File: src/planar_write_read_pkg.sv
// Constants for the planar write/read data path of the graphics controller.
// Assumes an 8-bit host I/O port interface and four byte-wide display maps.
package planar_write_read_pkg;

    // ------------------------------------------------------------------
    // Host I/O ports
    // ------------------------------------------------------------------
    localparam logic [15:0] INDEX_PORT = 16'h03ce;
    localparam logic [15:0] DATA_PORT  = 16'h03cf;

    // ------------------------------------------------------------------
    // Register indices behind the data port
    // ------------------------------------------------------------------
    localparam logic [3:0] IDX_FILL_VALUE    = 4'h0;
    localparam logic [3:0] IDX_FILL_SOURCE   = 4'h1;
    localparam logic [3:0] IDX_COMPARE_REF   = 4'h2;
    localparam logic [3:0] IDX_ROTATE_LOGIC  = 4'h3;
    localparam logic [3:0] IDX_READ_PLANE    = 4'h4;
    localparam logic [3:0] IDX_WRITE_READ    = 4'h5;
    localparam logic [3:0] IDX_MEM_WINDOW    = 4'h6;
    localparam logic [3:0] IDX_COMPARE_EN    = 4'h7;
    localparam logic [3:0] IDX_WRITE_PROTECT = 4'h8;

    // ------------------------------------------------------------------
    // Implemented bits of each register, reset value
    // ------------------------------------------------------------------
    localparam logic [7:0] MASK_INDEX   = 8'h0f;
    localparam logic [7:0] MASK_NIBBLE  = 8'h0f;
    localparam logic [7:0] MASK_ROTATE  = 8'h1f;
    localparam logic [7:0] MASK_PLANE   = 8'h03;
    localparam logic [7:0] MASK_METHOD  = 8'h7b;
    localparam logic [7:0] MASK_FULL    = 8'hff;
    localparam logic [7:0] REG_RESET    = 8'h00;

    // ------------------------------------------------------------------
    // Field positions
    // ------------------------------------------------------------------
    localparam int ROT_COUNT_LSB  = 0;
    localparam int FUNC_LSB       = 3;
    localparam int WMODE_LSB      = 0;
    localparam int READ_TYPE_BIT  = 3;
    localparam int PLANE_SEL_LSB  = 0;

    // Write modes and logical functions
    typedef enum logic [1:0] {
        WMODE_FILL   = 2'h0,
        WMODE_LATCH  = 2'h1,
        WMODE_SPREAD = 2'h2,
        WMODE_MASKED = 2'h3
    } wmode_type;

    typedef enum logic [1:0] {
        FN_PASS = 2'h0,
        FN_AND  = 2'h1,
        FN_OR   = 2'h2,
        FN_XOR  = 2'h3
    } func_type;

endpackage

File: src/planar_write_read_datapath.sv
// Graphics controller data path: index/data register file, write modes,
// logical function, bit masking, read latches and colour compare.
// Assumes host strobes and map data come from logic on core_clk.
//
// How it works
// RQ1 - Index port low nibble selects data register
// RQ2 - Indices above eight reach vendor extension registers
// RQ3 - Software writes zero to reserved bits
// RQ4 - Mode 0 enabled maps take fill bit
// RQ5 - Mode 0 disabled maps take rotated byte
// RQ6 - Mode 0 means mode bits both zero
// RQ7 - Compare read returns ones where maps match
// RQ8 - Read type zero returns plain map data
// RQ9 - Function field: pass, AND, OR, XOR
// RQ10 - Three-bit rotate count held in register
// RQ11 - Rotate right, old LSB becomes MSB
// RQ12 - Read type picks compare or selected map
// RQ13 - Mask zero bits keep latched value
// RQ14 - Every map read loads 32-bit latches
// RQ15 - Reserved bits read zero, no effect
`timescale 1ns/1ps

module planar_write_read_datapath (
    // Clock and reset
    input  wire logic        core_clk,
    input  wire logic        rst_n,
    // Host I/O port access
    input  wire logic [15:0] ioAddr,
    input  wire logic        ioWr,
    input  wire logic        ioRd,
    input  wire logic [7:0]  ioWrData,
    output logic      [7:0]  ioRdData,
    // Host display memory access
    input  wire logic        memWr,
    input  wire logic        memRd,
    input  wire logic [7:0]  cpuWrData,
    output logic      [7:0]  memRdData,
    output logic             memRdValid,
    // Display maps, map n in bits 8n+7..8n
    input  wire logic [31:0] mapRdData,
    output logic      [31:0] mapWrData,
    output logic             mapWrEn,
    // Memory window setup for address logic
    output logic      [3:0]  windowSetup,
    output logic      [1:0]  oddEvenMode
);

    // ------------------------------------------------------------------
    // Decoding functions
    // ------------------------------------------------------------------

    // Implemented bits of each indexed register
    function automatic logic [7:0] regMask(input logic [3:0] idx);
        if (idx == planar_write_read_pkg::IDX_ROTATE_LOGIC) begin
            return planar_write_read_pkg::MASK_ROTATE;
        end else if (idx == planar_write_read_pkg::IDX_READ_PLANE) begin
            return planar_write_read_pkg::MASK_PLANE;
        end else if (idx == planar_write_read_pkg::IDX_WRITE_READ) begin
            return planar_write_read_pkg::MASK_METHOD;
        end else if (idx == planar_write_read_pkg::IDX_WRITE_PROTECT) begin
            return planar_write_read_pkg::MASK_FULL;
        end else if (idx > planar_write_read_pkg::IDX_WRITE_PROTECT) begin
            return planar_write_read_pkg::MASK_FULL;
        end else begin
            return planar_write_read_pkg::MASK_NIBBLE;
        end
    endfunction

    // Logical function of source byte against latch byte
    function automatic logic [7:0] logicOp(input logic [1:0] fn,
                                           input logic [7:0] src,
                                           input logic [7:0] lat);
        case (fn)
            planar_write_read_pkg::FN_AND: return src & lat;
            planar_write_read_pkg::FN_OR:  return src | lat;
            planar_write_read_pkg::FN_XOR: return src ^ lat;
            default:                       return src;
        endcase
    endfunction

    // ------------------------------------------------------------------
    // Register file
    // ------------------------------------------------------------------
    logic [3:0]  idx_ff;
    logic [7:0]  gcReg_ff [16];
    logic        idxSel;
    logic        dataSel;

    assign idxSel  = (ioAddr == planar_write_read_pkg::INDEX_PORT);
    assign dataSel = (ioAddr == planar_write_read_pkg::DATA_PORT);

    // Index pointer, upper bits dropped
    always_ff @(posedge core_clk or negedge rst_n) begin
        if (!rst_n) begin
            idx_ff <= 4'h0;
        end else if (ioWr && idxSel) begin
            idx_ff <= ioWrData[3:0]; // RQ1
        end
    end

    // Indexed registers, standard and extension alike
    always_ff @(posedge core_clk or negedge rst_n) begin
        if (!rst_n) begin
            for (int i = 0; i < 16; i++) begin
                gcReg_ff[i] <= planar_write_read_pkg::REG_RESET;
            end
        end else if (ioWr && dataSel) begin
            gcReg_ff[idx_ff] <= ioWrData & regMask(idx_ff); // RQ2 RQ15
        end
    end

    // Port readback, registered
    always_ff @(posedge core_clk or negedge rst_n) begin
        if (!rst_n) begin
            ioRdData <= 8'h00;
        end else if (ioRd && idxSel) begin
            ioRdData <= {4'h0, idx_ff};
        end else if (ioRd && dataSel) begin
            ioRdData <= gcReg_ff[idx_ff]; // RQ1 RQ2
        end else if (ioRd) begin
            ioRdData <= 8'h00;
        end
    end

    // ------------------------------------------------------------------
    // Field extraction
    // ------------------------------------------------------------------
    logic [3:0] fillVal;
    logic [3:0] fillEn;
    logic [3:0] cmpRef;
    logic [3:0] cmpEn;
    logic [2:0] rotCount;
    logic [1:0] func;
    logic [1:0] planeSel;
    logic [1:0] wmode;
    logic       readType;
    logic       modeZero;
    logic [7:0] protect;

    assign fillVal  = gcReg_ff[planar_write_read_pkg::IDX_FILL_VALUE][3:0];
    assign fillEn   = gcReg_ff[planar_write_read_pkg::IDX_FILL_SOURCE][3:0];
    assign cmpRef   = gcReg_ff[planar_write_read_pkg::IDX_COMPARE_REF][3:0];
    assign cmpEn    = gcReg_ff[planar_write_read_pkg::IDX_COMPARE_EN][3:0];
    assign rotCount = gcReg_ff[planar_write_read_pkg::IDX_ROTATE_LOGIC]
                      [planar_write_read_pkg::ROT_COUNT_LSB +: 3]; // RQ10
    assign func     = gcReg_ff[planar_write_read_pkg::IDX_ROTATE_LOGIC]
                      [planar_write_read_pkg::FUNC_LSB +: 2];
    assign planeSel = gcReg_ff[planar_write_read_pkg::IDX_READ_PLANE]
                      [planar_write_read_pkg::PLANE_SEL_LSB +: 2];
    assign wmode    = gcReg_ff[planar_write_read_pkg::IDX_WRITE_READ]
                      [planar_write_read_pkg::WMODE_LSB +: 2];
    assign readType = gcReg_ff[planar_write_read_pkg::IDX_WRITE_READ]
                      [planar_write_read_pkg::READ_TYPE_BIT];
    assign protect  = gcReg_ff[planar_write_read_pkg::IDX_WRITE_PROTECT];
    assign modeZero = (wmode == planar_write_read_pkg::WMODE_FILL); // RQ6

    // Memory window and odd/even bits for the address logic
    assign windowSetup = gcReg_ff[planar_write_read_pkg::IDX_MEM_WINDOW][3:0];
    assign oddEvenMode = {gcReg_ff[planar_write_read_pkg::IDX_WRITE_READ][4],
                          windowSetup[1]};

    // ------------------------------------------------------------------
    // Read latches and read data
    // ------------------------------------------------------------------
    logic [31:0] latch_ff;
    logic [7:0]  cmpByte;
    logic [7:0]  plainByte;

    // Every map read refreshes all four latches
    always_ff @(posedge core_clk or negedge rst_n) begin
        if (!rst_n) begin
            latch_ff <= 32'h0000_0000;
        end else if (memRd) begin
            latch_ff <= mapRdData; // RQ14
        end
    end

    // Per-bit colour compare across enabled maps
    genvar b;
    generate
        for (b = 0; b < 8; b++) begin : g_cmp
            assign cmpByte[b] = &(~cmpEn | ~(cmpRef ^ {mapRdData[24 + b],
                                mapRdData[16 + b], mapRdData[8 + b],
                                mapRdData[b]})); // RQ7
        end
    endgenerate

    assign plainByte = mapRdData[{planeSel, 3'h0} +: 8];

    // Read result: compare byte or selected map
    always_ff @(posedge core_clk or negedge rst_n) begin
        if (!rst_n) begin
            memRdData  <= 8'h00;
            memRdValid <= 1'b0;
        end else begin
            memRdValid <= memRd;
            if (memRd) begin
                memRdData <= readType ? cmpByte : plainByte; // RQ8 RQ12
            end
        end
    end

    // ------------------------------------------------------------------
    // Write data path
    // ------------------------------------------------------------------
    logic [7:0]  rotData;
    logic [7:0]  wrMask;
    logic [15:0] rotPair;
    logic [31:0] nxt_mapWrData;

    // Rotate right, low bits wrap into the top
    assign rotPair = {cpuWrData, cpuWrData} >> rotCount; // RQ11
    assign rotData = rotPair[7:0];

    // Mode 3 narrows the protect pattern by the rotated byte
    assign wrMask = (wmode == planar_write_read_pkg::WMODE_MASKED) ?
                    (rotData & protect) : protect;

    genvar m;
    generate
        for (m = 0; m < 4; m++) begin : g_map
            logic [7:0] src;
            logic [7:0] alu;
            logic [7:0] lat;
            assign lat = latch_ff[8 * m +: 8];
            // Source byte per write mode
            always_comb begin
                case (wmode)
                    planar_write_read_pkg::WMODE_FILL:
                        src = fillEn[m] ? {8{fillVal[m]}} : rotData; // RQ4 RQ5
                    planar_write_read_pkg::WMODE_SPREAD:
                        src = {8{cpuWrData[m]}};
                    planar_write_read_pkg::WMODE_MASKED:
                        src = {8{fillVal[m]}};
                    default:
                        src = lat;
                endcase
            end
            assign alu = logicOp(func, src, lat); // RQ9
            // Masked bits keep the latch; mode 1 copies latches
            assign nxt_mapWrData[8 * m +: 8] =
                (wmode == planar_write_read_pkg::WMODE_LATCH) ? lat :
                ((alu & wrMask) | (lat & ~wrMask)); // RQ13
        end
    endgenerate

    // Map write data and strobe, registered
    always_ff @(posedge core_clk or negedge rst_n) begin
        if (!rst_n) begin
            mapWrData <= 32'h0000_0000;
            mapWrEn   <= 1'b0;
        end else begin
            mapWrEn <= memWr;
            if (memWr) begin
                mapWrData <= nxt_mapWrData;
            end
        end
    end
endmodule

File: config.mk
export PLATFORM = sky130hd
export DESIGN_NAME = planar_write_read_datapath
export DESIGN_NICKNAME = d
export VERILOG_FILES = /design/src/planar_write_read_pkg.sv /design/src/planar_write_read_datapath.sv
export SDC_FILE = /design/constraint.sdc
export NUM_CORES = 1
export LEC_CHECK = 0
export ABC_AREA = 1
export BUFFER_PORTS_ARGS = -buffer_cell sky130_fd_sc_hd__buf_4
export CAP_MARGIN = 20
export CORE_ASPECT_RATIO = 0.8
export CORE_UTILIZATION = 64
export DETAILED_ROUTE_END_ITERATION = 12
export PLACE_DENSITY = 0.86
export SETUP_SLACK_MARGIN = 0.2
export SLEW_MARGIN = 20
export SYNTH_ARGS = -nofsm -noshare
export SYNTH_HDL_FRONTEND = slang
export SYNTH_SLANG_ARGS = --single-unit
File: constraint.sdc
create_clock -name core_clk -period 4.4 [get_ports core_clk]
set_clock_uncertainty 0.2 [all_clocks]
set_input_delay 0.88 -clock core_clk [delete_from_list [all_inputs] [get_ports core_clk]]
set_output_delay 0.88 -clock core_clk [all_outputs]
set_load 0.05 [all_outputs]
---- Yosys cells after proc, flatten, opt, wreduce, memory -nomap -nowiden ----
Cells that the tools add are included.
operators by class
  reductions and logical operators ........ 15
  mux-type cells .......................... 33
  $lt $le $gt $ge ......................... 3
  equality and inequality tests ........... 12
  shift-type cells ........................ 2
  bitwise logic cells ..................... 53
operators by type and width
  kind                                                                  count
  8-bit one-hot mux with 3 select lines                                 8
  8-bit 2-to-1 mux                                                      22
  128-bit bitwise mux                                                   1
  8-bit AND                                                             14
  8-bit OR                                                              8
  4-bit NOT                                                             9
  8-bit binary-select mux with 4-bit select                             1
  8-bit demux with 4-bit select                                         1
  16-bit by 10-bit == test with 1-bit output, second input constant     2
  4-bit OR                                                              8
  4-bit AND reduction                                                   8
  32-bit by 6-bit indexed part select with 8-bit output                 1
  4-bit XOR                                                             8
  8-bit XOR                                                             4
  16-bit by 3-bit >> shifter with 8-bit output                          1
  2-bit == test, second input constant                                  4
  4-bit by 3-bit == test with 1-bit output, second input constant       2
  8-bit NOT                                                             1
  5-bit greater-or-equal comparator, second input constant              1
  1-bit logical AND                                                     5
  5-bit by 1-bit < comparator with 1-bit output, second input constant  1
  4-bit NOT with 5-bit output                                           1
  2-bit by 1-bit == test with 1-bit output, second input constant       2
  4-bit by 2-bit == test with 1-bit output, second input constant       1
  4 further kinds                                                       4
storage, ports and cells
  word-level logic and storage cells ...... 141
  flip-flop bits (word level) ............. 214
  output and inout bits ................... 56

---- Logic depth before layout (Yosys ltp) ----
Gate-level depths: netlist of run 1.
  word-level depth ........................ 9
  mapped depth ............................ 18
  gate-level depth less buffers ........... 18

---- Worst setup path after synthesis of run 1 ----
No wires, ideal clock.
  path kind ............................... input to register
  start point ............................. input port cpuWrData[3]
  end point ............................... register mapWrData[29]
  path buffers ............................ 1
  setup slack ............................. 1.794 ns
  required time ........................... 4.078 ns
  arrival ................................. 2.283 ns
  stages on the path ...................... 14
  cell sequence ........................... nand3_1 nand2_1 inv_1 clkbuf_1 nand3_1 ha_1 nand2_1 nand2_1 o21ai_0 nand2_1 nand2_1 nand4_1 nand2_1 a21oi_1
between the ends
  word-level cells in the longest chain between the ends .. 8
  elaborated cells on any way between the ends .. 14
  classes of those cells .................. shift (1); mux (5); bitwise (8)
ends and longest elaborated chain
  what                                          RTL line                           source
  start: declaration                            planar_write_read_datapath.sv:36   input wire logic [7:0] cpuWrData,
  16-bit by 3-bit >> shifter with 8-bit output  planar_write_read_datapath.sv:212  assign rotPair = {cpuWrData, cpuWrData} >> rotCount;
  8-bit 2-to-1 mux                              planar_write_read_datapath.sv:230  src = fillEn[m] ? {8{fillVal[m]}} : rotData;
  8-bit one-hot mux with 3 select lines         planar_write_read_datapath.sv:228  case (wmode)
  8-bit XOR (tied with other cells)             planar_write_read_datapath.sv:76   planar_write_read_pkg::FN_XOR: return src ^ lat;
  8-bit one-hot mux with 3 select lines         planar_write_read_datapath.sv:73   case (fn)
  8-bit AND                                     planar_write_read_datapath.sv:243  ((alu & wrMask) | (lat & ~wrMask));
  8-bit OR (*)                                  planar_write_read_datapath.sv:243
  8-bit 2-to-1 mux (*)                          planar_write_read_datapath.sv:242  (wmode == planar_write_read_pkg::WMODE_LATCH) ? lat :
  end signal: assignment                        planar_write_read_datapath.sv:255  mapWrData <= nxt_mapWrData;
  end: declaration                              planar_write_read_datapath.sv:41   output logic [31:0] mapWrData,
Mark *: on every way between the ends. The rest lies on a longest branch, timed or not.
A chain may end at the register's enable or synchronous reset.

---- Worst setup path after layout of run 1 ----
  start point ............................. register gcReg_ff[96] (netlist bit)
  end point ............................... register mapWrData[17]
between the ends
  word-level cells in the longest chain between the ends .. 8
  elaborated cells on any way between the ends .. 14
  classes of those cells .................. shift (1); mux (5); bitwise (8)
ends and longest elaborated chain
  what                                              RTL line                           source
  start: declaration                                planar_write_read_datapath.sv:85   logic [7:0] gcReg_ff [16];
  start signal: indexed assignment                  planar_write_read_datapath.sv:105  gcReg_ff[i] <= planar_write_read_pkg::REG_RESET;
  start signal: indexed assignment                  planar_write_read_datapath.sv:108  gcReg_ff[idx_ff] <= ioWrData & regMask(idx_ff);
  16-bit by 3-bit >> shifter with 8-bit output (*)  planar_write_read_datapath.sv:212
  8-bit 2-to-1 mux                                  planar_write_read_datapath.sv:230
  8-bit one-hot mux with 3 select lines             planar_write_read_datapath.sv:228
  8-bit XOR (tied with other cells)                 planar_write_read_datapath.sv:76
  8-bit one-hot mux with 3 select lines             planar_write_read_datapath.sv:73
  8-bit AND                                         planar_write_read_datapath.sv:243
  8-bit OR (*)                                      planar_write_read_datapath.sv:243
  8-bit 2-to-1 mux (*)                              planar_write_read_datapath.sv:242
Marked as above.

==> results of run 1 <==
-- critical path, stage by stage, from the launching register on --
cell     delay (ns)
dfrtp_1        0.60
inv_1          0.24
nand2_1        0.13
nand3_1        0.10
nand3_1        0.12
nand2_1        0.21
nand2_1        0.14
nand2_1        0.07
nand2_1        0.10
nand3_1        0.09
ha_1           0.31
nand2_1        0.06
nand2_1        0.09
o21ai_0        0.24
nand4_1        0.17
nand2_1        0.12
a21oi_1        0.07
-- cell usage in the layout (no fill, tap or decap), types with 3 or more instances in the layout --
cell type and count:
clkinv_4 3, inv_2 8, a31oi_1 6, nand3_2 9, a22oi_1 4, o22ai_1 59, nand4_1 50, nand2_1 493
o21ai_0 198, nand3_1 77, clkbuf_16 22, clkbuf_1 3, inv_1 102, nor2_2 4, a31o_2 4, o211ai_1 11
o21ai_2 16, o21ai_1 40, buf_4 137, bufinv_16 3, nor2_1 111, xor2_1 3, a21oi_1 133, ha_1 32
clkbuf_8 5, clkinv_1 3, dfrtp_1 214
-- metrics by stage --
stage               cell area, um^2  hold WS (ns)  setup slack [ns]  std cells
finish                        14200         0.202              1.22       2034
global route                  14200         0.240              1.10       2034
detailed placement            13400         0.273              1.29       1994
floorplan                     12500         0.253              1.79       1695
CTS                           14200         0.213              1.36       2034
global placement              13400         0.264              1.38       1993
-- worst max path at each step --
stage	start	to	slack (ns)	cells past startpoint
CTS	gcReg_ff[96]$_DFFE_PN0P_	mapWrData[12]$_DFFE_PN0P_	1.36	16
detailed placement	cpuWrData[6]	mapWrData[11]$_DFFE_PN0P_	1.29	16
finish	gcReg_ff[96]$_DFFE_PN0P_	mapWrData[17]$_DFFE_PN0P_	1.22	16
floorplan	cpuWrData[3]	mapWrData[29]$_DFFE_PN0P_	1.79	14
global route	gcReg_ff[96]$_DFFE_PN0P_	mapWrData[17]$_DFFE_PN0P_	1.10	16
global placement	cpuWrData[2]	mapWrData[23]$_DFFE_PN0P_	1.38	18
-- synthesized netlist by cell type, types with 4 or more instances --
library cell    n  share of area [%]
a22oi_1         4               0.24
inv_2           8               0.24
o211ai_1       11               0.66
buf_4           6               0.36
a21oi_1       133                5.3
nand2_1       493                 15
ha_1           32                3.2
nand4_1        50                2.5
inv_1         102                3.1
o22ai_1        59                3.0
o21ai_0       198                8.0
nor2_1        113                3.4
dfrtp_1       214                 43
nand3_2         9               0.72
buf_1           4               0.12
buf_2          32                1.3
a31oi_1         6               0.30
a31o_2          4               0.28
o21ai_1        40                1.6
o21ai_2        16                1.1
nand3_1        77                3.1
clkbuf_1       54                1.6
-- cells by family after synthesis --
kind of cell | share of synthesized area (%)
AOI/OAI and AO/OA | 20.7
muxes | 0.181
DFF | 43.0
xor gates and xnor gates | 0.281
and+or+nand+nor | 25.5
adders and majority gates | 3.21
buffers and inverters | 7.11
-- routing by layer --
layer	up-vias	routed length [um]	track usage, %
met5	-	0	0
met4	0	1250	11.8
met3	139	6360	13.0
met2	966	16200	56.0
met1	6041	15900	59.8
li1	5852	-	-
-- area by class of cell --
| class | count | share of cell area [%] |
|---|---|---|
| multi-input cells | 1268 | 43.8 |
| flip-flops and latches | 214 | 37.7 |
| clock inverters | 11 | 1.12 |
| repair buffers | 141 | 7.81 |
| inverters | 113 | 2.99 |
| clock buffers | 29 | 4.34 |
| well taps | 258 | 2.27 |
-- flip-flops by register name, summed over array words and instances (netlist names) --
| name | cells |
|---|---|
| protect | 8 |
| mapWrData | 32 |
| memRdData | 8 |
| ioRdData | 8 |
| fillEn | 4 |
| cmpRef | 4 |
| func | 2 |
| windowSetup | 3 |
| oddEvenMode | 2 |
| fillVal | 4 |
| memRdValid | 1 |
| mapWrEn | 1 |
| idx_ff | 4 |
| latch_ff | 32 |
| cmpEn | 4 |
| gcReg_ff | 97 |
-- power by group --
group          total, mW  switching, mW  leakage [nW]  internal [mW]
Clock               2.00          0.823         0.378           1.18
Combinational      0.551          0.376          3.70          0.175
Sequential          2.11         0.0802          2.66           2.03
==> reports/metrics.cfg, run 1 <==
[synth]
syn_nets = 1797
ys.flop_type = dfrtp_1
avgSynthCellArea_um2 = 7.35
netlist_area_um2 = 12500
synthArstFlopShare_pct = 100
yosys_warnings = 0
ys_ff_latch = 214
synth_edf_count = 0
synthCells = 1695
synth_cell_types = 39
ys_seq_area_share_pct = 43.0

[sta]
max_freq_mhz = 315
rsz0062_at_grt = false
finalHoldViolations = 0
slew_headroom_pct = 25.4
setup_tns_ns = 0
drv_slew = 0
min_period_ns = 3.18
period_share_pct = 72.2
setup_viol = 0
worst_pin_slew_ns = 1.12

[cts]
clock_tree.root_cell = clkbuf_16
cts_tree = done
htreeDepth = 1
clk_pin_slew_ns = 0.07
postCtsHoldBufs = 0
cts.path.max_buffers = 3
postCtsSetupRepairBufs = 0
cts_resized = 0
worstSkewPairLatency_ns = 0.52
cts_sinks = 214
cts_buffers = 22

[route]
vias_per_cell = 6.39
drc_errors = 0
wl_per_cell_um = 19.6
ant_nets = 0
vias = 13000
wl_mm = 39.8
drt_iter0_drc = 1831
drtPass1Iterations = 8

[critical_path]
cp_max_fo = 11
r2r_end = mapWrData[17]$_DFFE_PN0P_
worst_setup_path_end_kind = flop
required_ns = 4.60
arrival_ns = 3.38
r2r-start = gcReg_ff[96]$_DFFE_PN0P_
r2r_setup_slack_ns = 1.22
critical_path.startpoint_type = flop
r2r_cells = 16
worstSetupPathType = reg2reg

[pwr]
p_leak_nw = 6.74
power_density_nw_per_um2 = 328
power_mw = 4.66
ir_drop_mv = 0.274

[final_layout]
register_area_um2 = 5360
n_antenna_cell = 0
final_core_util_pct = 74.6
multi_input_area_um2 = 6220
fin_nets = 1862
drive_above_1_share_pct = 13.0
area_growth_pct = 14.1
fillCellCount = 1456

[global_route]
antenna_found_initial = 0
gr-total-overflow = 0
grt_max_degree = 95
grt_pass1_vias = 11800
grt_first_pass_wirelength_mm = 62.4
grt_usage_pct = 40.3

[placement]
dp_hpwl_mm = 27.1
gp_congestion = 0.965
port_buffers = 125

[floorplan]
rows = 45
core_area_um2 = 19000
die-area_um2 = 20000
initial_utilization_pct = 65.4
fp.dieH_um = 127
die_x_um = 158
io_pins = 126

[worst_hold_path]
hold_path.class = in2async

[run_status]
status = complete, no violations

[flow_run]
max-cap-violations = 0

(Power assumes the default switching activity.)
==> run 2: changes to the inputs <==
--- a/config.mk
+++ b/config.mk
@@ -5,13 +5,13 @@
 export SDC_FILE = /design/constraint.sdc
 export NUM_CORES = 1
 export LEC_CHECK = 0
-export ABC_AREA = 1
+export ABC_AREA = 0
 export BUFFER_PORTS_ARGS = -buffer_cell sky130_fd_sc_hd__buf_4
 export CAP_MARGIN = 20
 export CORE_ASPECT_RATIO = 0.8
-export CORE_UTILIZATION = 64
+export CORE_UTILIZATION = 55
 export DETAILED_ROUTE_END_ITERATION = 12
-export PLACE_DENSITY = 0.86
+export PLACE_DENSITY = 0.78
 export SETUP_SLACK_MARGIN = 0.2
 export SLEW_MARGIN = 20
 export SYNTH_ARGS = -nofsm -noshare
==> constraint.sdc (replaced) <==
create_clock -name core_clk -period 2.85 [get_ports core_clk]
set_clock_uncertainty 0.2 [all_clocks]
set_input_delay 0.57 -clock core_clk [delete_from_list [all_inputs] [get_ports core_clk]]
set_output_delay 0.57 -clock core_clk [all_outputs]
set_load 0.05 [all_outputs]
==> reports/metrics.cfg, run 2 <==
[run_status]
status = finished, violations left  ; was complete, no violations
violations = negative setup slack

[floorplan]
core_area_um2 = 23500  ; was 19000 um^2
rows = 50  ; was 45
initial_utilization_pct = 56.3  ; was 65.4%
fp.dieH_um = 141  ; was 127 um
die-area_um2 = 24700  ; was 20000 um^2
die_x_um = 175  ; was 158 um
io_pins = 126  ; unchanged

[final_layout]
final_common_cell = buf_4  ; was nand2_1
reg_top3 = gcReg_ff: 97 flops, latch_ff: 32 flops, mapWrData: 32 flops  ; unchanged
largest_register_ffs = 97  ; unchanged
register_area_um2 = 5370  ; was 5360 um^2
multi_input_area_um2 = 7950  ; was 6220 um^2
fillCellCount = 1673  ; was 1456
post-route-cell-area_um2 = 16600  ; was 14200 um^2
n_antenna_cell = 0  ; unchanged
area_growth_pct = 25.5  ; was 14.1%
fin_nets = 1547  ; was 1862
drive_above_1_share_pct = 38.0  ; was 13.0%
largest_register = gcReg_ff  ; unchanged
layout_common_cells = buf_4, dfrtp_1, nand2_1  ; was nand2_1, dfrtp_1, o21ai_0

[cts]
htreeDepth = 1  ; unchanged
cts_sinks = 214  ; unchanged
clk_pin_slew_ns = 0.07  ; about the same
worstSkewPairLatency_ns = 0.54  ; was 0.52 ns
cts_buffers = 24  ; was 22
clock_tree.root_cell = clkbuf_16  ; unchanged
cts_tree = done  ; unchanged
cts.path.max_buffers = 3  ; unchanged

[synth]
synthAdderAreaFrac_pct = 3.02  ; was 3.21%
yosys_warnings = 0  ; unchanged
yosysTopAreaCellShare_pct = 40.4  ; was 43.0%
avgSynthCellArea_um2 = 10.4  ; was 7.35 um^2
synth_most_common_cell = dfrtp_1  ; was nand2_1
ys.flop_type = dfrtp_1  ; unchanged
ys_top_cells_by_area = dfrtp_1, mux4_2, mux2_2, o21ai_0, nand2_1  ; was dfrtp_1, nand2_1, o21ai_0, a21oi_1, nor2_1
synth_xor_area_share_pct = 2.18  ; was 0.281%
synth_commonest_cells = dfrtp_1, nand2_1, o21ai_0, a21oi_1, mux2_2  ; was nand2_1, dfrtp_1, o21ai_0, a21oi_1, nor2_1
synth-compound-area-share_pct = 19.6  ; was 20.7%
yosys.area_share.simple_pct = 12.7  ; was 25.5%
synth_edf_count = 0  ; unchanged
ys_ff_latch = 214  ; unchanged
netlist_area_um2 = 13200  ; was 12500 um^2
ys_seq_area_share_pct = 40.4  ; was 43.0%
syn_nets = 1377  ; was 1797
synth_top_cell_by_area = dfrtp_1  ; unchanged
synthArstFlopShare_pct = 100  ; unchanged
synth_cell_types = 70  ; was 39
synth_top_family_by_area = compound AO/OA/AOI/OAI gates  ; was simple AND/OR/NAND/NOR gates
synthCells = 1275  ; was 1695
synth_mux_area_share_pct = 17.5  ; was 0.181%

[route]
vias_per_cell = 6.53  ; was 6.39
drtPass1Iterations = 8  ; unchanged
ant_nets = 0  ; unchanged
drt_iter0_drc = 1301  ; was 1831
drc_errors = 0  ; unchanged
wl_per_cell_um = 23.5  ; was 19.6 um
wl_mm = 41.7  ; was 39.8 mm
vias = 11600  ; was 13000

[sta]
rsz0062_at_grt = true  ; was false
period_share_pct = 105  ; was 72.2%
slew_headroom_pct = 48.0  ; was 25.4%
finalHoldViolations = 0  ; unchanged
drv_slew = 0  ; unchanged
setup_tns_ns = -2.04  ; was 0 ns
setup_ws_ns = -0.143  ; was 1.22 ns
worst_pin_slew_ns = 0.780  ; was 1.12 ns
max_freq_mhz = 334  ; was 315 MHz
min_period_ns = 2.99  ; was 3.18 ns
setup_viol = 26  ; was 0

[worst_hold_path]
hold_depth = 2
hold_path.class = in2reg  ; was in2async
min_to = latch_ff[14]$_DFFE_PN0P_
min_from = mapRdData[14]

[pwr]
power_frac_clock_pct = 40.5  ; was 42.9%
power_mw = 7.63  ; was 4.66 mW
power_density_nw_per_um2 = 459  ; was 328 nW/um^2
ir_drop_mv = 0.435  ; was 0.274 mV
switching_share_pct = 29.2  ; was 27.4%
p_sw_mw = 2.23  ; was 1.28 mW
share_comb_of_total_power_pct = 15.5  ; was 11.8%
power.internal_mw = 5.40  ; was 3.39 mW
p_leak_nw = 7.17  ; was 6.74 nW
pwr-share-seq_pct = 44.0  ; was 45.3%

[critical_path]
r2r-start = gcReg_ff[96]$_DFFE_PN0P_  ; unchanged
r2r_end = mapWrData[13]$_DFFE_PN0P_  ; was mapWrData[17]$_DFFE_PN0P_
r2r_cells = 11  ; was 16
worst_setup_path_end_kind = flop  ; unchanged
critical_path.startpoint_type = flop  ; unchanged
worstSetupPathType = reg2reg  ; unchanged
r2r_setup_slack_ns = -0.14  ; was 1.22 ns
cp_max_fo = 5  ; was 11
arrival_ns = 3.20  ; was 3.38 ns
required_ns = 3.06  ; was 4.60 ns

[placement]
gp_congestion = 0.935  ; was 0.965
placedInstanceArea_um2 = 15100  ; was 13400 um^2
dpl_worst_slack_ns = -0.344  ; was 1.29 ns
dp_hpwl_mm = 28.7  ; was 27.1 mm
port_buffers = 125  ; unchanged

[global_route]
grt_usage_pct = 33.5  ; was 40.3%
grt_pass1_vias = 11200  ; was 11800
grt_max_degree = 98  ; was 95
gr-total-overflow = 0  ; unchanged
grt_first_pass_wirelength_mm = 63.8  ; was 62.4 mm
antenna_found_initial = 0  ; unchanged

[flow_run]
max-cap-violations = 0  ; unchanged

==> run 2: through the flow <==
stage	hold WS [ns]	util [%]	instances
CTS	0.0872	69.3	1769
floorplan	0.0744	-	1275
global placement	0.257	64.3	1712
global route	0.0957	70.6	1775
detailed placement	0.260	64.3	1712
finish	0.0929	70.6	1775
==> run 2: kinds of logic (layout without fill, tap and decap cells) <==
| logic type | count (synthesis) | in the layout |
|---|---|---|
| muxes | 154 | 154 |
| buffers and inverters | 135 | 323 |
| adders and majority gates | 32 | 32 |
| DFF | 214 | 214 |
| and+or+nand+nor | 313 | 313 |
| xor gates and xnor gates | 33 | 33 |
| AOI/OAI and AO/OA | 394 | 394 |
==> run 2: cell type report <==
| class | instances | share of cell area [%] |
|---|---|---|
| inverter | 32 | 0.723 |
| clock inverter | 11 | 0.617 |
| sequential | 214 | 32.3 |
| multi-input combinational | 926 | 47.9 |
| timing repair buffer | 247 | 12.1 |
| clock buffer | 33 | 4.06 |
| tap | 312 | 2.35 |
==> run 2: power by group through the flow <==
stage	logic, mW	clock network, mW	registers, mW
after CTS	1.13	3.12	3.33
after floorplan	0.401	0	3.55
after global placement	1.04	0	3.37
after global routing	1.26	3.23	3.37
final	1.18	3.09	3.36
after detailed placement	1.07	0	3.38
==> run 2: per-layer routing <==
metal	global-route usage, %	vias to the layer above	part of all wire [%]
met1	50.7	5764	43
li1	-	5108	-
met5	0	-	0
met3	9.14	91	11
met2	47.7	624	43
met4	7.32	0	2.4
==> run 2: what timing repair did <==
item	4_1_cts	5_1_grt
endpoints found under the hold margin	44	0
resized for setup	84	66
setup buffers	12	6
hold buffers	1	0
pin swaps	35	34
setup endpoints to repair	32	33
==> run 2: how the worst max path moves through the flow <==
stage                                         from                         to  slack, ns
after detailed placement              cpuWrData[1]  mapWrData[26]$_DFFE_PN0P_      -0.34
after global routing      gcReg_ff[96]$_DFFE_PN0P_  mapWrData[25]$_DFFE_PN0P_      -0.24
final                     gcReg_ff[96]$_DFFE_PN0P_  mapWrData[13]$_DFFE_PN0P_      -0.14
after global placement                cpuWrData[5]  mapWrData[26]$_DFFE_PN0P_      -0.29
after CTS                 gcReg_ff[96]$_DFFE_PN0P_  mapWrData[27]$_DFFE_PN0P_      -0.11
after floorplan                       cpuWrData[5]  mapWrData[26]$_DFFE_PN0P_      -0.07
==> run 2: worst max-delay path, stage by stage (launching register included) <==
cell,delay [ns]
dfrtp_2,0.45
buf_6,0.13
mux4_2,0.57
buf_4,0.18
mux2i_4,0.17
a211oi_2,0.11
ha_2,0.18
nor2b_1,0.13
o21ai_1,0.16
o21ai_1,0.09
o2111a_1,0.24
a221o_1,0.26
==> run 3: changes to the inputs <==
--- a/config.mk
+++ b/config.mk
@@ -9,9 +9,9 @@
 export BUFFER_PORTS_ARGS = -buffer_cell sky130_fd_sc_hd__buf_4
 export CAP_MARGIN = 20
 export CORE_ASPECT_RATIO = 0.8
-export CORE_UTILIZATION = 55
+export CORE_UTILIZATION = 64
 export DETAILED_ROUTE_END_ITERATION = 12
-export PLACE_DENSITY = 0.78
+export PLACE_DENSITY = 0.85
 export SETUP_SLACK_MARGIN = 0.2
 export SLEW_MARGIN = 20
 export SYNTH_ARGS = -nofsm -noshare
==> constraint.sdc (replaced) <==
create_clock -name core_clk -period 3.85 [get_ports core_clk]
set_clock_uncertainty 0.2 [all_clocks]
set_input_delay 0.77 -clock core_clk [delete_from_list [all_inputs] [get_ports core_clk]]
set_output_delay 0.77 -clock core_clk [all_outputs]
set_load 0.05 [all_outputs]
==> reports/metrics.cfg, run 3 (synthesized netlist as in run 2, its figures left out) <==
[final_layout]
drive_above_1_share_pct = 25.8  ; was 38.0%
largest_register = gcReg_ff  ; unchanged
final_common_cell = dfrtp_1  ; was buf_4
multi_input_area_um2 = 7280  ; was 7950 um^2
layout_common_cells = dfrtp_1, buf_4, nand2_1  ; was buf_4, dfrtp_1, nand2_1
fillCellCount = 1358  ; was 1673
largest_register_ffs = 97  ; unchanged
fin_nets = 1461  ; was 1547
final_core_util_pct = 75.3  ; was 70.6%
register_area_um2 = 5360  ; was 5370 um^2
reg_top3 = gcReg_ff: 97 flops, latch_ff: 32 flops, mapWrData: 32 flops  ; unchanged
area_growth_pct = 14.0  ; was 25.5%

[route]
drt_iter0_drc = 1592  ; was 1301
vias_per_cell = 6.96  ; was 6.53
vias = 11400  ; was 11600
wl_mm = 40.0  ; was 41.7 mm
ant_nets = 0  ; unchanged
drtPass1Iterations = 6  ; was 8
wl_per_cell_um = 24.4  ; was 23.5 um
drc_errors = 0  ; unchanged

[sta]
rsz0062_at_grt = false  ; was true
holdWs_ns = 0.0379  ; was 0.0929 ns
setup_viol = 0  ; was 26
max_freq_mhz = 294  ; was 334 MHz
setup_tns_ns = 0  ; was -2.04 ns
drv_slew = 0  ; unchanged
worst_pin_slew_ns = 1.01  ; was 0.780 ns
slew_headroom_pct = 32.9  ; was 48.0%
finalHoldViolations = 0  ; unchanged
period_share_pct = 88.5  ; was 105%
min_period_ns = 3.41  ; was 2.99 ns

[flow_run]
max-cap-violations = 0  ; unchanged

[cts]
clock_tree.root_cell = clkbuf_16  ; unchanged
postCtsHoldBufs = 0  ; was 1
cts.path.max_buffers = 3  ; unchanged
cts_resized = 0  ; was 84
htreeDepth = 1  ; unchanged
cts_buffers = 23  ; was 24
postCtsSetupRepairBufs = 0  ; was 12
cts_tree = done  ; unchanged
worstSkewPairLatency_ns = 0.52  ; was 0.54 ns
cts_sinks = 214  ; unchanged
clk_pin_slew_ns = 0.06  ; was 0.07 ns

[critical_path]
cp_max_fo = 10  ; was 5
required_ns = 4.05  ; was 3.06 ns
worst_setup_path_end_kind = flop  ; unchanged
r2r-start = gcReg_ff[97]$_DFFE_PN0P_  ; was gcReg_ff[96]$_DFFE_PN0P_
worstSetupPathType = reg2reg  ; unchanged
critical_path.startpoint_type = flop  ; unchanged
arrival_ns = 3.60  ; was 3.20 ns
worstSetupStartpoint = gcReg_ff[97]$_DFFE_PN0P_  ; was gcReg_ff[96]$_DFFE_PN0P_

[global_route]
grt_pass1_vias = 11000  ; was 11200
antenna_found_initial = 2  ; was 0
grt_usage_pct = 38.5  ; was 33.5%
grt_first_pass_wirelength_mm = 62.6  ; was 63.8 mm
gr-total-overflow = 0  ; unchanged
grt_max_degree = 96  ; was 98

[placement]
port_buffers = 125  ; unchanged
dp_hpwl_mm = 27.2  ; was 28.7 mm
gp_congestion = 0.929  ; was 0.935

[pwr]
ir_drop_mv = 0.369  ; was 0.435 mV
pwr-share-seq_pct = 45.4  ; was 44.0%
power_density_nw_per_um2 = 361  ; was 459 nW/um^2
power_mw = 5.44  ; was 7.63 mW
p_sw_mw = 1.55  ; was 2.23 mW
share_comb_of_total_power_pct = 14.0  ; was 15.5%
power.internal_mw = 3.90  ; was 5.40 mW
switching_share_pct = 28.4  ; was 29.2%
power_frac_clock_pct = 40.6  ; was 40.5%
p_leak_nw = 6.60  ; was 7.17 nW

[worst_hold_path]
hold_path.class = in2async  ; was in2reg

[floorplan]
die_x_um = 163  ; was 175 um
core_area_um2 = 20000  ; was 23500 um^2
initial_utilization_pct = 66.1  ; was 56.3%
die-area_um2 = 21300  ; was 24700 um^2
io_pins = 126  ; unchanged
rows = 46  ; was 50
fp.dieH_um = 131  ; was 141 um

[run_status]
status = complete, no violations  ; was finished, violations left

-- run 3: critical path, stage by stage (launching register included) --
cell	delay [ns]
dfrtp_1	0.63
mux4_2	0.64
mux2i_1	0.50
a211oi_1	0.19
ha_1	0.21
nor2b_1	0.14
o21ai_0	0.17
o21ai_0	0.10
o2111a_1	0.27
a221o_1	0.25
-- run 3: power groups by stage --
stage / sequential [mW] / clock [mW] / combinational [mW]
2_1_floorplan: 2.63 / 0 / 0.285
3_3_place_gp: 2.49 / 0 / 0.721
3_5_place_dp: 2.50 / 0 / 0.746
4_1_cts: 2.46 / 2.22 / 0.753
5_1_grt: 2.48 / 2.30 / 0.815
6_report: 2.47 / 2.21 / 0.761
-- run 3: worst paths after layout --
kind                                         endpoint  slack (ns)  depth (start not counted)
min                         mapWrData[28]$_DFFE_PN0P_        0.04                          1
max                          mapWrData[9]$_DFFE_PN0P_        0.44                          9
min reg2reg                  gcReg_ff[45]$_DFFE_PN0P_        0.28                          2
min in group core_clk        gcReg_ff[45]$_DFFE_PN0P_        0.28                          2
max reg2reg                  mapWrData[9]$_DFFE_PN0P_        0.44                          9
max in group asynchronous  oddEvenMode[1]$_DFFE_PN0P_        2.54                          2
-- run 3: stage by stage --
stage / std cells / area, um^2 / setup slack, ns
finish: 1639 / 15100 / 0.444
global route: 1638 / 15100 / 0.331
CTS: 1638 / 15100 / 0.511
detailed placement: 1598 / 14400 / 0.324
global placement: 1598 / 14400 / 0.370
floorplan: 1275 / 13200 / 0.692
-- run 3: final cells by class --
| cell class | count | area share [%] |
|---|---|---|
| Tap cell | 264 | 2.19 |
| Sequential cell | 214 | 35.5 |
| Clock buffer | 32 | 4.17 |
| Antenna cell | 1 | 0.0166 |
| Multi-Input combinational cell | 926 | 48.3 |
| Clock inverter | 8 | 0.663 |
| Timing Repair Buffer | 162 | 8.36 |
| Inverter | 32 | 0.796 |
-- run 3: layer usage --
| metal | up-vias | wire length, um | global-route usage [%] |
|---|---|---|---|
| met2 | 766 | 17500 | 56.5 |
| met1 | 5623 | 15900 | 55.0 |
| met3 | 88 | 5670 | 12.5 |
| li1 | 4928 | - | - |
| met5 | - | 0 | 0 |
| met4 | 0 | 952 | 10.9 |
